===== src/rtl/pgst_pkg.sv =====
// Constants and types shared by the pattern-gated serial timekeeper.
package pgst_pkg;
   localparam logic [63:0] PGST_PATTERN = 64'h5ca3_3ac5_5ca3_3ac5;
   localparam int          PGST_OSC_HZ  = 32768;
   localparam int          PGST_TICK_HZ = 100;
   localparam int          PGST_NREG    = 8;
   localparam logic [2:0]  PGST_R_HUND  = 3'h0;
   localparam logic [2:0]  PGST_R_SEC   = 3'h1;
   localparam logic [2:0]  PGST_R_MIN   = 3'h2;
   localparam logic [2:0]  PGST_R_HOUR  = 3'h3;
   localparam logic [2:0]  PGST_R_DAY   = 3'h4;
   localparam logic [2:0]  PGST_R_DATE  = 3'h5;
   localparam logic [2:0]  PGST_R_MON   = 3'h6;
   localparam logic [2:0]  PGST_R_YEAR  = 3'h7;
   localparam int          PGST_HR_12   = 7;
   localparam int          PGST_HR_PM   = 5;
   localparam int          PGST_DAY_RMK = 4;
   localparam int          PGST_DAY_OSC = 5;
   localparam logic [63:0] PGST_MASKS   = 64'hff1f_3f37_bf7f_7fff;
   localparam logic [63:0] PGST_RESET   = 64'h0001_0101_0000_0000;
   typedef enum logic [1:0] {PGST_DEAD, PGST_MATCH, PGST_XFER} pgst_state_type;
endpackage : pgst_pkg


===== src/rtl/pgst_timekeeper.sv =====
// Serial timekeeper hidden behind a memory chip-select path.
`timescale 1ns/10ps
module pgst_timekeeper
   import pgst_pkg::*;
#(
   parameter int OSC_HZ  = PGST_OSC_HZ,
   parameter int TICK_HZ = PGST_TICK_HZ
) (
   input  wire logic sys_clk,
   input  wire logic srst,
   input  wire logic chip_select_in_n,
   input  wire logic output_enable_n,
   input  wire logic write_enable_n,
   input  wire logic data_in,
   input  wire logic reset_pin_n,
   input  wire logic rom_select,
   input  wire logic power_fail,
   input  wire logic osc_in,
   output logic      chip_select_out_n_q,
   output logic      data_out_q,
   output logic      data_out_oe_q
);
   localparam int AW = $clog2(OSC_HZ) + 1;
   localparam logic [AW-1:0] OSC_W  = AW'(OSC_HZ);
   localparam logic [AW-1:0] TICK_W = AW'(TICK_HZ);

   // =========================================================
   // BCD helpers
   // =========================================================
   function automatic logic [7:0] bcd_inc(input logic [7:0] v);
      bcd_inc = (v[3:0] == 4'h9) ? {v[7:4] + 4'h1, 4'h0} : {v[7:4], v[3:0] + 4'h1};
   endfunction : bcd_inc

   function automatic logic [7:0] month_days(input logic [7:0] mon, input logic [7:0] yr);
      logic leap;
      leap = yr[4] ? (yr[3:0] == 4'h2 || yr[3:0] == 4'h6)
                   : (yr[3:0] == 4'h0 || yr[3:0] == 4'h4 || yr[3:0] == 4'h8);
      unique case (mon)
         8'h02:                      month_days = leap ? 8'h29 : 8'h28;
         8'h04, 8'h06, 8'h09, 8'h11: month_days = 8'h30;
         default:                    month_days = 8'h31;
      endcase
   endfunction : month_days

   // =========================================================
   // Bus cycle tracking
   // =========================================================
   logic           ce_prev_q, ce_prev_d;
   logic           rd_seen_q, rd_seen_d, wr_seen_q, wr_seen_d;
   logic           din_q, din_d;
   logic           osc_prev_q;
   logic [AW-1:0]  acc_q, acc_d;
   pgst_state_type state_q, state_d;
   logic [5:0]     ptr_q, ptr_d;
   logic [7:0]     shad_q [PGST_NREG];
   logic [7:0]     shad_d [PGST_NREG];
   logic [7:0]     time_q [PGST_NREG];
   logic [7:0]     time_d [PGST_NREG];
   logic           cyc_end, is_wr, is_rd, abort, tick, commit;
   logic           ceo_d, dout_d, doe_d;
   logic [AW:0]    acc_sum;
   logic [7:0]     hr, h12n;

   always_comb begin
      ce_prev_d = chip_select_in_n;
      rd_seen_d = rd_seen_q;
      wr_seen_d = wr_seen_q;
      din_d     = din_q;
      if (!chip_select_in_n) begin
         if (!output_enable_n) rd_seen_d = 1'b1;
         if (!write_enable_n) begin
            wr_seen_d = 1'b1;
            din_d     = data_in;
         end
      end else begin
         rd_seen_d = 1'b0;
         wr_seen_d = 1'b0;
      end
      // A cycle is acted on when chip select rises, so unselected cycles are ignored.
      cyc_end = chip_select_in_n && !ce_prev_q;
      is_wr   = cyc_end && wr_seen_q;
      is_rd   = cyc_end && rd_seen_q && !wr_seen_q;
      abort   = power_fail || (!reset_pin_n && !time_q[PGST_R_DAY][PGST_DAY_RMK]);
   end

   // =========================================================
   // Unlock and transfer sequencer
   // =========================================================
   always_comb begin
      state_d = state_q;
      ptr_d   = ptr_q;
      shad_d  = shad_q;
      commit  = 1'b0;
      if (abort) begin
         state_d = PGST_DEAD;
         ptr_d   = 6'h00;
      end else begin
         unique case (state_q)
            PGST_DEAD: begin
               if (is_rd) begin
                  state_d = PGST_MATCH;
                  ptr_d   = 6'h00;
               end
            end
            PGST_MATCH: begin
               if (is_rd) begin
                  ptr_d = 6'h00;
               end else if (is_wr) begin
                  if (din_q == PGST_PATTERN[ptr_q]) begin
                     ptr_d = ptr_q + 6'h01;
                     if (ptr_q == 6'h3f) begin
                        state_d = PGST_XFER;
                        shad_d  = time_q;
                     end
                  end else begin
                     state_d = PGST_DEAD;
                  end
               end
            end
            PGST_XFER: begin
               if (is_rd || is_wr) begin
                  ptr_d = ptr_q + 6'h01;
                  if (is_wr) begin
                     shad_d[ptr_q[5:3]][ptr_q[2:0]] = din_q;
                     commit = (ptr_q[2:0] == 3'h7);
                  end
                  if (ptr_q == 6'h3f) state_d = PGST_DEAD;
               end
            end
         endcase
      end
   end

   // =========================================================
   // Timebase and calendar
   // =========================================================
   always_comb begin
      acc_sum = {1'b0, acc_q} + {1'b0, TICK_W};
      tick    = 1'b0;
      acc_d   = acc_q;
      time_d  = time_q;
      h12n    = 8'h00;
      hr      = time_q[PGST_R_HOUR];
      // Ticks 100 per osc period of OSC_HZ cycles, so seconds stay exact.
      if (osc_in && !osc_prev_q && !time_q[PGST_R_DAY][PGST_DAY_OSC]) begin
         if (acc_sum[AW-1:0] >= OSC_W) begin
            acc_d = acc_sum[AW-1:0] - OSC_W;
            tick  = 1'b1;
         end else begin
            acc_d = acc_sum[AW-1:0];
         end
      end
      if (tick) begin
         time_d[PGST_R_HUND] = bcd_inc(time_q[PGST_R_HUND]);
         if (time_q[PGST_R_HUND] == 8'h99) begin
            time_d[PGST_R_HUND] = 8'h00;
            time_d[PGST_R_SEC]  = bcd_inc(time_q[PGST_R_SEC]);
            if (time_q[PGST_R_SEC] == 8'h59) begin
               time_d[PGST_R_SEC] = 8'h00;
               time_d[PGST_R_MIN] = bcd_inc(time_q[PGST_R_MIN]);
               if (time_q[PGST_R_MIN] == 8'h59) begin
                  time_d[PGST_R_MIN] = 8'h00;
                  if (hr[PGST_HR_12]) begin
                     h12n = (hr[4:0] == 5'h12) ? 8'h01 : bcd_inc({3'h0, hr[4:0]});
                     time_d[PGST_R_HOUR] = {hr[7:6], hr[PGST_HR_PM] ^ (hr[4:0] == 5'h11), h12n[4:0]};
                  end else begin
                     h12n = bcd_inc({2'h0, hr[5:0]});
                     time_d[PGST_R_HOUR] = (hr[5:0] == 6'h23) ? {hr[7:6], 6'h00} : {hr[7:6], h12n[5:0]};
                  end
                  if (hr[PGST_HR_12] ? (hr[PGST_HR_PM] && hr[4:0] == 5'h11) : (hr[5:0] == 6'h23)) begin
                     time_d[PGST_R_DAY][2:0] = (time_q[PGST_R_DAY][2:0] == 3'h7) ? 3'h1
                                                : time_q[PGST_R_DAY][2:0] + 3'h1;
                     time_d[PGST_R_DATE] = bcd_inc(time_q[PGST_R_DATE]);
                     if (time_q[PGST_R_DATE] == month_days(time_q[PGST_R_MON], time_q[PGST_R_YEAR])) begin
                        time_d[PGST_R_DATE] = 8'h01;
                        time_d[PGST_R_MON]  = bcd_inc(time_q[PGST_R_MON]);
                        if (time_q[PGST_R_MON] == 8'h12) begin
                           time_d[PGST_R_MON]  = 8'h01;
                           time_d[PGST_R_YEAR] = (time_q[PGST_R_YEAR] == 8'h99) ? 8'h00
                                                 : bcd_inc(time_q[PGST_R_YEAR]);
                        end
                     end
                  end
               end
            end
         end
      end
      // A completed byte replaces the live register; unused bits stay zero.
      if (commit) begin
         time_d[ptr_q[5:3]] = shad_d[ptr_q[5:3]] & PGST_MASKS[8*ptr_q[5:3] +: 8];
      end
   end

   // =========================================================
   // Pin outputs
   // =========================================================
   always_comb begin
      if (power_fail) begin
         ceo_d = !rom_select;
      end else if (state_q == PGST_XFER) begin
         ceo_d = 1'b1;
      end else begin
         ceo_d = chip_select_in_n;
      end
      doe_d  = (state_q == PGST_XFER) && !abort && !chip_select_in_n && !output_enable_n && write_enable_n;
      dout_d = shad_q[ptr_q[5:3]][ptr_q[2:0]];
   end

   always_ff @(posedge sys_clk) begin
      if (srst) begin
         ce_prev_q           <= 1'b1;
         rd_seen_q           <= 1'b0;
         wr_seen_q           <= 1'b0;
         din_q               <= 1'b0;
         osc_prev_q          <= 1'b0;
         acc_q               <= '0;
         state_q             <= PGST_DEAD;
         ptr_q               <= 6'h00;
         chip_select_out_n_q <= 1'b1;
         data_out_q          <= 1'b0;
         data_out_oe_q       <= 1'b0;
         for (int i = 0; i < PGST_NREG; i++) begin
            shad_q[i] <= 8'h00;
            time_q[i] <= PGST_RESET[8*i +: 8];
         end
      end else begin
         ce_prev_q           <= ce_prev_d;
         rd_seen_q           <= rd_seen_d;
         wr_seen_q           <= wr_seen_d;
         din_q               <= din_d;
         osc_prev_q          <= osc_in;
         acc_q               <= acc_d;
         state_q             <= state_d;
         ptr_q               <= ptr_d;
         chip_select_out_n_q <= ceo_d;
         data_out_q          <= dout_d;
         data_out_oe_q       <= doe_d;
         shad_q              <= shad_d;
         time_q              <= time_d;
      end
   end
endmodule : pgst_timekeeper


===== config.mk =====
export PLATFORM = sky130hd
export DESIGN_NAME = pgst_timekeeper
export DESIGN_NICKNAME = d
export VERILOG_FILES = /design/src/rtl/pgst_pkg.sv /design/src/rtl/pgst_timekeeper.sv
export SDC_FILE = /design/constraint.sdc
export NUM_CORES = 1
export LEC_CHECK = 0
export BUFFER_PORTS_ARGS = -buffer_cell sky130_fd_sc_hd__buf_2
export CAP_MARGIN = 30
export CORE_AREA = 2 2 201 203
export DETAILED_ROUTE_END_ITERATION = 6
export DIE_AREA = 0 0 203 205
export GPL_ROUTABILITY_DRIVEN = 0
export SLEW_MARGIN = 5
export SYNTH_ARGS = -nofsm -noshare
export SYNTH_HDL_FRONTEND = slang
export SYNTH_SLANG_ARGS = --single-unit

===== constraint.sdc =====
create_clock -name sys_clk -period 3.6 [get_ports sys_clk]
set_input_delay 0.36 -clock sys_clk [delete_from_list [all_inputs] [get_ports sys_clk]]
set_output_delay 0.36 -clock sys_clk [all_outputs]
set_load 0.01 [all_outputs]

# Word level (Yosys, flattened, before mapping)
# Memories as Yosys holds them, arrays and structs flattened. A register that Yosys moved wholly into a read port is not among the register bits.
# Cells that the tools add are included.
# totals
elab_cells	220
ff_bits	160
latchBits	0
inputBits	10
mem_count	1
output_inout_bits	3
mem_bits_ro	64
mem_bits_rw	0
# mem_list
memory	depth	width	rd	rd_ports_with_merged_regs	wr	line_no	source
(no name shown)	64	1	1	1	0	pgst_timekeeper.sv:109	if (din_q == PGST_PATTERN[ptr_q]) begin
# op_classes
magnitude_cmp	6
bitwise	5
mux	84
multipliers	0
n_shift	1
n_eq_ne	39
add_sub_neg	19
n_reduce_logical	37
div	0
# ops
op	n
$mux W64	8
$mux W8	19
$mux W27	5
$bwmux W64	2
$pmux W64 S2	1
$mux W32	2
$shiftx A64 B7 Y8 const A	1
$mux W6	9
$add A4 B1 Y4 const B	13
$bmux W8 S3	2
$demux W8 S3	2
$mux W16	3
$mux W24	2
$eq A4 B4 Y1 const B	8
$pmux W6 S3	1
$add A16 B7 Y16 const B	1
$eq A8 B3 Y1 const B	2
$eq A8 B5 Y1 const B	2
$eq A8 B7 Y1 const B	2
$eq A8 B8 Y1 const B	2
$ge A16 B16 Y1 const B	1
$sub A16 B16 Y16 const B	1
$logic_and A1 B1 Y1	14
$mux W1	14
other kinds (42)	74

# Logic depth before layout (Yosys ltp)
# depth
word_depth	20
depth_mapped	13
mapped_depth_nobuf	12

# Worst setup path after synthesis
# OpenSTA, ideal clock, no wires.
# synth_path
path_kind	reg2reg
start	reg state_q[0]
end	reg time_q[21] (netlist name)
slack_ns	0.970
path_stages_with_launch	12
setup_ns	0.095
period_less_slack_ns	2.630
t_required_ns	3.505
n_path_buf	1
arrival_time_ns	2.535
cell_sequence	dfxtp_1 > inv_1 > ha_1 > and2b_1 > nand4_2 > buf_2 > nor3_1 > a211oi_1 > o221a_2 > o21a_1 > a21o_2 > a221oi_1
# synth_between
elab_chain_len	9
elab_cells_between_ends	12
cone_classes	eq/ne: 2; mux: 9; bitwise: 1
# synth_rtl
item	line_no	source
start, declared	pgst_timekeeper.sv:53	pgst_state_type state_q, state_d;
start signal, assigned	pgst_timekeeper.sv:233	state_q <= state_d;
$eq A2 B2 Y1 or $eq A2 B1 Y1 (tied branches)	pgst_timekeeper.sv:98	unique case (state_q)
$pmux W64 S2	pgst_timekeeper.sv:98	
$mux W64	pgst_timekeeper.sv:94	if (abort) begin
$bmux W8 S3	pgst_timekeeper.sv:190	time_d[ptr_q[5:3]] = shad_d[ptr_q[5:3]] & PGST_MASKS[8*ptr_q[5:3] +: 8];
$mux W8 (not written as such) (2 in series)	pgst_timekeeper.sv:190	
$and A8 B8 Y8	pgst_timekeeper.sv:190	
$bwmux W64	pgst_timekeeper.sv:190	
$mux W64 *	pgst_timekeeper.sv:189	if (commit) begin
end signal, assigned by index	pgst_timekeeper.sv:224	time_q[i] <= PGST_RESET[8*i +: 8];
end signal, assigned	pgst_timekeeper.sv:239	time_q <= time_d;
end, declared	pgst_timekeeper.sv:57	logic [7:0] time_q [PGST_NREG];
# Every way passes the cells marked *; elsewhere a longest branch is shown, timed or not. The select of a mux whose other input is x is not followed.
# A chain may end at the register's enable or synchronous reset.

# Worst setup path after layout
# layout_path
start	reg state_q[0]
end	reg time_q[24] (netlist name)
# Same word-level chain as after synthesis.

==> metrics.txt <==
# TYPE chip_impl_metric gauge
chip_impl_metric{name="crit_required",unit="ns"} 3.90
chip_impl_metric{name="worst_slack",unit="ns"} 0.167
chip_impl_metric{name="drt_pass1_iterations",unit=""} 6
chip_impl_info{name="hold_end",value="data_out_oe_q"} 1
chip_impl_metric{name="totalWireLength",unit="mm"} 45.2
chip_impl_metric{name="power.share.combinational",unit="%"} 2.8
chip_impl_metric{name="nets",unit=""} 1431
chip_impl_metric{name="die_width",unit="um"} 203
chip_impl_metric{name="worstHoldPathCells",unit=""} 2
chip_impl_metric{name="drc_errors",unit=""} 0
chip_impl_metric{name="ys_types",unit=""} 100
chip_impl_metric{name="cts_htree_levels",unit=""} 4
chip_impl_metric{name="viasPerCell",unit=""} 6.19
chip_impl_metric{name="maxSlewViolCount",unit=""} 0
chip_impl_metric{name="port_buffers",unit=""} 12
chip_impl_metric{name="post-route-period-util",unit="%"} 95.4
chip_impl_metric{name="fillerInstances",unit=""} 4092
chip_impl_metric{name="die-area",unit="sq mm"} 0.0416
chip_impl_metric{name="finalHoldViolCount",unit=""} 0
chip_impl_info{name="run_status",value="finished, final reports clean"} 1
chip_impl_metric{name="grt_pass1_wl",unit="mm"} 68.2
chip_impl_info{name="mostFrequentLayoutCell",value="dfxtp_1"} 1
chip_impl_info{name="min_from",value="output_enable_n"} 1
chip_impl_info{name="cts_root_buffer",value="clkbuf_16"} 1
chip_impl_metric{name="syn_inst",unit=""} 1389
chip_impl_metric{name="multi_input_area",unit="sq mm"} 0.00717
chip_impl_metric{name="clkPwrFrac",unit="%"} 48.4
chip_impl_info{name="endpoint_kind",value="register"} 1
chip_impl_metric{name="max_slew.worst_pin.slew",unit="ns"} 0.905
chip_impl_metric{name="detailed_place.area",unit="sq mm"} 0.0118
chip_impl_metric{name="dieHeight",unit="um"} 205
chip_impl_metric{name="area_growth",unit="%"} 13.2
chip_impl_metric{name="crit_path_max_incr_delay",unit="ns"} 0.44
chip_impl_metric{name="via_count",unit=""} 11900
chip_impl_metric{name="yosys.area_share.simple",unit="%"} 25.5
chip_impl_metric{name="core",unit="sq mm"} 0.0394
chip_impl_metric{name="syn-num-nets",unit=""} 1433
chip_impl_metric{name="utilization",unit="%"} 31.5
chip_impl_metric{name="syn_avg_cell_area",unit="sq um"} 7.88
chip_impl_metric{name="initial_core_util",unit="%"} 27.8
chip_impl_metric{name="setup_violations",unit=""} 0
chip_impl_metric{name="overflow",unit=""} 0
chip_impl_metric{name="fmaxAchievable",unit="MHz"} 291
chip_impl_info{name="timing.critical_path.cells",value="inv_1, ha_1, and2b_1, nand2_1, buf_12, nor2_1, a21boi_0, a221oi_1, o22ai_1, nor3_4, buf_4, o211ai_1"} 1
chip_impl_metric{name="yosysSeqAreaShare",unit="%"} 29.1
chip_impl_metric{name="worstPathMaxFanout",unit=""} 29
chip_impl_metric{name="totalPowerFinal",unit="uW"} 3650
chip_impl_metric{name="sw_frac_of_total",unit="%"} 24.5
chip_impl_metric{name="clk_transition_reported_paths",unit="ns"} 0.07
chip_impl_info{name="synth_ff_type",value="dfxtp_1"} 1
chip_impl_metric{name="power_density",unit="mW/mm^2"} 294
chip_impl_metric{name="placement_rows",unit=""} 73
chip_impl_metric{name="synth-warning-count",unit=""} 0
chip_impl_metric{name="grt_util_all_layers",unit="%"} 21.4
chip_impl_metric{name="maxCapViolCount",unit=""} 0
chip_impl_metric{name="fin_tns_setup",unit="ns"} 0
chip_impl_metric{name="numClockSinks",unit=""} 159
chip_impl_metric{name="xor_and_xnor_area_share_after_synthesis",unit="%"} 1.91
chip_impl_metric{name="period_needed",unit="ns"} 3.43
chip_impl_metric{name="ir_drop",unit="mV"} 0.237
chip_impl_metric{name="power.switching",unit="uW"} 893
chip_impl_metric{name="adder_cell_area_share_of_the_yosys_netlist",unit="%"} 3.89
chip_impl_metric{name="cell_internal_pwr",unit="uW"} 2750
chip_impl_metric{name="fin_skew",unit="ns"} 0.00837
chip_impl_metric{name="io_pins",unit=""} 13
chip_impl_info{name="cts_tree",value="done"} 1
chip_impl_metric{name="grt_start_max_net_pins",unit=""} 71
chip_impl_metric{name="place_hpwl",unit="mm"} 32.4
chip_impl_metric{name="postSynthRegisterBits",unit=""} 159
chip_impl_info{name="final_cell_mix",value="dfxtp_1 (158), nand2_1 (147), nor2_1 (144)"} 1
chip_impl_metric{name="slew-limit-headroom",unit="%"} 38.8
chip_impl_info{name="worst_path_max_delay_cell",value="nor2_1"} 1
chip_impl_metric{name="antenna-diode-count",unit=""} 0
chip_impl_info{name="grt_setup_unrepaired",value="false"} 1
chip_impl_metric{name="r2r_setup_slack",unit="ns"} 0.17
chip_impl_metric{name="clock_path_buffers",unit=""} 2
chip_impl_metric{name="grt_pass1_vias",unit=""} 11200
chip_impl_metric{name="avgRoutedWirePerCell",unit="um"} 23.5
chip_impl_metric{name="async_flop_share",unit="%"} 0
chip_impl_metric{name="insertion_delay",unit="ns"} 0.44
chip_impl_metric{name="antenna_violating_nets_post_route",unit=""} 0
chip_impl_metric{name="postLayoutCellArea",unit="sq mm"} 0.0124
chip_impl_metric{name="timing.reg2reg.worst_path_depth",unit=""} 12
chip_impl_metric{name="leakage",unit="uW"} 0.00418
chip_impl_info{name="r2r-start",value="state_q[0]"} 1
chip_impl_metric{name="multiplexer_share_of_the_synthesized_area",unit="%"} 5.65
chip_impl_metric{name="power_frac_seq",unit="%"} 48.9
chip_impl_metric{name="syn-cell-area",unit="sq mm"} 0.0109
chip_impl_info{name="hp-class",value="input pin to register"} 1
chip_impl_metric{name="layout-drive-gt1-share",unit="%"} 12.9
chip_impl_info{name="kind_of_start_point_of_the_critical_path",value="register"} 1
chip_impl_info{name="critPathKind",value="register to register"} 1
chip_impl_metric{name="preCtsSetupSlack",unit="ns"} 0.174
chip_impl_metric{name="number_of_synthesized_flops_with_an_enable_pin",unit=""} 0
chip_impl_metric{name="synth_compound_gate_area_share",unit="%"} 28.5
chip_impl_metric{name="initial_antenna_violation_count",unit=""} 1
chip_impl_info{name="combinational_family_with_the_most_area_after_synthesis",value="compound AO/OA/AOI/OAI gates"} 1
chip_impl_metric{name="detail_route.iter0.violations",unit=""} 1956
chip_impl_metric{name="ff_latch_area",unit="sq mm"} 0.00318
chip_impl_metric{name="critPathArrivalTime",unit="ns"} 3.73
chip_impl_metric{name="cts_buffers",unit=""} 17
chip_impl_info{name="reg2reg_to",value="time_q[24]"} 1
[worst max path at each step]
stage | depth (start not counted) | startpoint | to
6_report | 12 | state_q[0] | time_q[24]
5_1_grt | 12 | state_q[0] | time_q[24]
4_1_cts | 11 | state_q[0] | time_q[12]
3_5_place_dp | 11 | state_q[0] | time_q[12]
3_3_place_gp | 11 | state_q[0] | time_q[12]
2_1_floorplan | 11 | state_q[0] | time_q[21]
[kinds of logic after synthesis]
kind of cell	after synthesis
AOI/OAI and AO/OA	435
xor gates and xnor gates	23
adders and majority gates	34
buffers and inverters	145
DFF	159
muxes	47
and+or+nand+nor	546
[power groups by stage]
| stage | clock network, uW | registers, uW | logic, uW |
|---|---|---|---|
| floorplan | 0 | 1820 | 65.4 |
| global placement | 0 | 1820 | 97.7 |
| detailed placement | 0 | 1820 | 98.6 |
| CTS | 1770 | 1780 | 99.4 |
| global route | 1860 | 1780 | 110 |
| finish | 1760 | 1780 | 101 |
[cell usage after synthesis, types with 8 or more instances]
cell      count  share of area, %
nand2b_1      8              0.46
mux4_2       11               2.3
nand4_1      21               1.2
or3_1        12              0.69
buf_2        32               1.5
mux2i_1      28               2.6
ha_1         34               3.9
nand3_1      51               2.3
o31ai_1      34               2.3
a311oi_1      9              0.72
a21oi_1      62               2.8
a211oi_1     45               3.1
nor2b_1      11              0.63
nand2_1     147               5.0
and2_1       21               1.2
nor2_1      145               5.0
and3_1       14              0.80
a221oi_1     37               3.0
nor3_1       39               1.8
a31oi_1      39               2.2
and3b_1       8              0.64
o22ai_1      13              0.74
a41oi_1       8              0.64
mux2_2        8              0.82
nand3b_1      9              0.62
dfxtp_1     159                29
clkbuf_1     69               2.4
xnor2_1       9              0.72
xor2_1       13               1.0
o21ai_0      67               3.1
inv_1        33               1.1
o211ai_1     10              0.69
[routing by layer]
layer  part of all wire, %  vias to the layer above  routed length, um  track usage (%)
met1                    40                     5662              18000             27.6
met4                   5.9                        2               2680             11.8
met5                 0.040                        -                 18                0
li1                      -                     5259                  -                -
met2                    42                      791              18800             31.9
met3                    12                      190               5640             6.14
[sequential cells by signal, indices dropped and copies added (netlist names), 2 cells and up, named ones only]
name and count:
state_q 2, ptr_q 6, acc_q 14, hr 8, time_q 56, shad_q 64
[metrics by stage]
stage | instances | hold slack, ns
after floorplan | 1389 | 0.418
after global placement | 1892 | 0.430
after detailed placement | 1892 | 0.443
after CTS | 1923 | 0.108
after global routing | 1924 | 0.116
final | 1924 | 0.111
[cell type report]
| class | instances | area share [%] |
|---|---|---|
| Clock buffer | 19 | 3.49 |
| Timing Repair Buffer | 88 | 5.62 |
| Inverter | 36 | 1.09 |
| Tap cell | 525 | 5.30 |
| Sequential cell | 159 | 25.7 |
| Clock inverter | 12 | 0.919 |
| Multi-Input combinational cell | 1085 | 57.9 |
[worst max-delay path, delay by kind of cell (launching register included)]
family,cells,cell delay (ns)
flip-flops,1,0.37
AO/OA/AOI/OAI,4,0.87
adder cells (fa/ha/maj),1,0.41
AND/OR/NAND/NOR,4,1.10
buffers and inverters,3,0.52
[timing repair]
item,CTS,global route
hold buffers,0,0
endpoints found under the setup margin,0,10
buffers inserted,0,0
resized for setup,0,2
hold endpoints to repair,0,0
(Power assumes the default switching activity.)
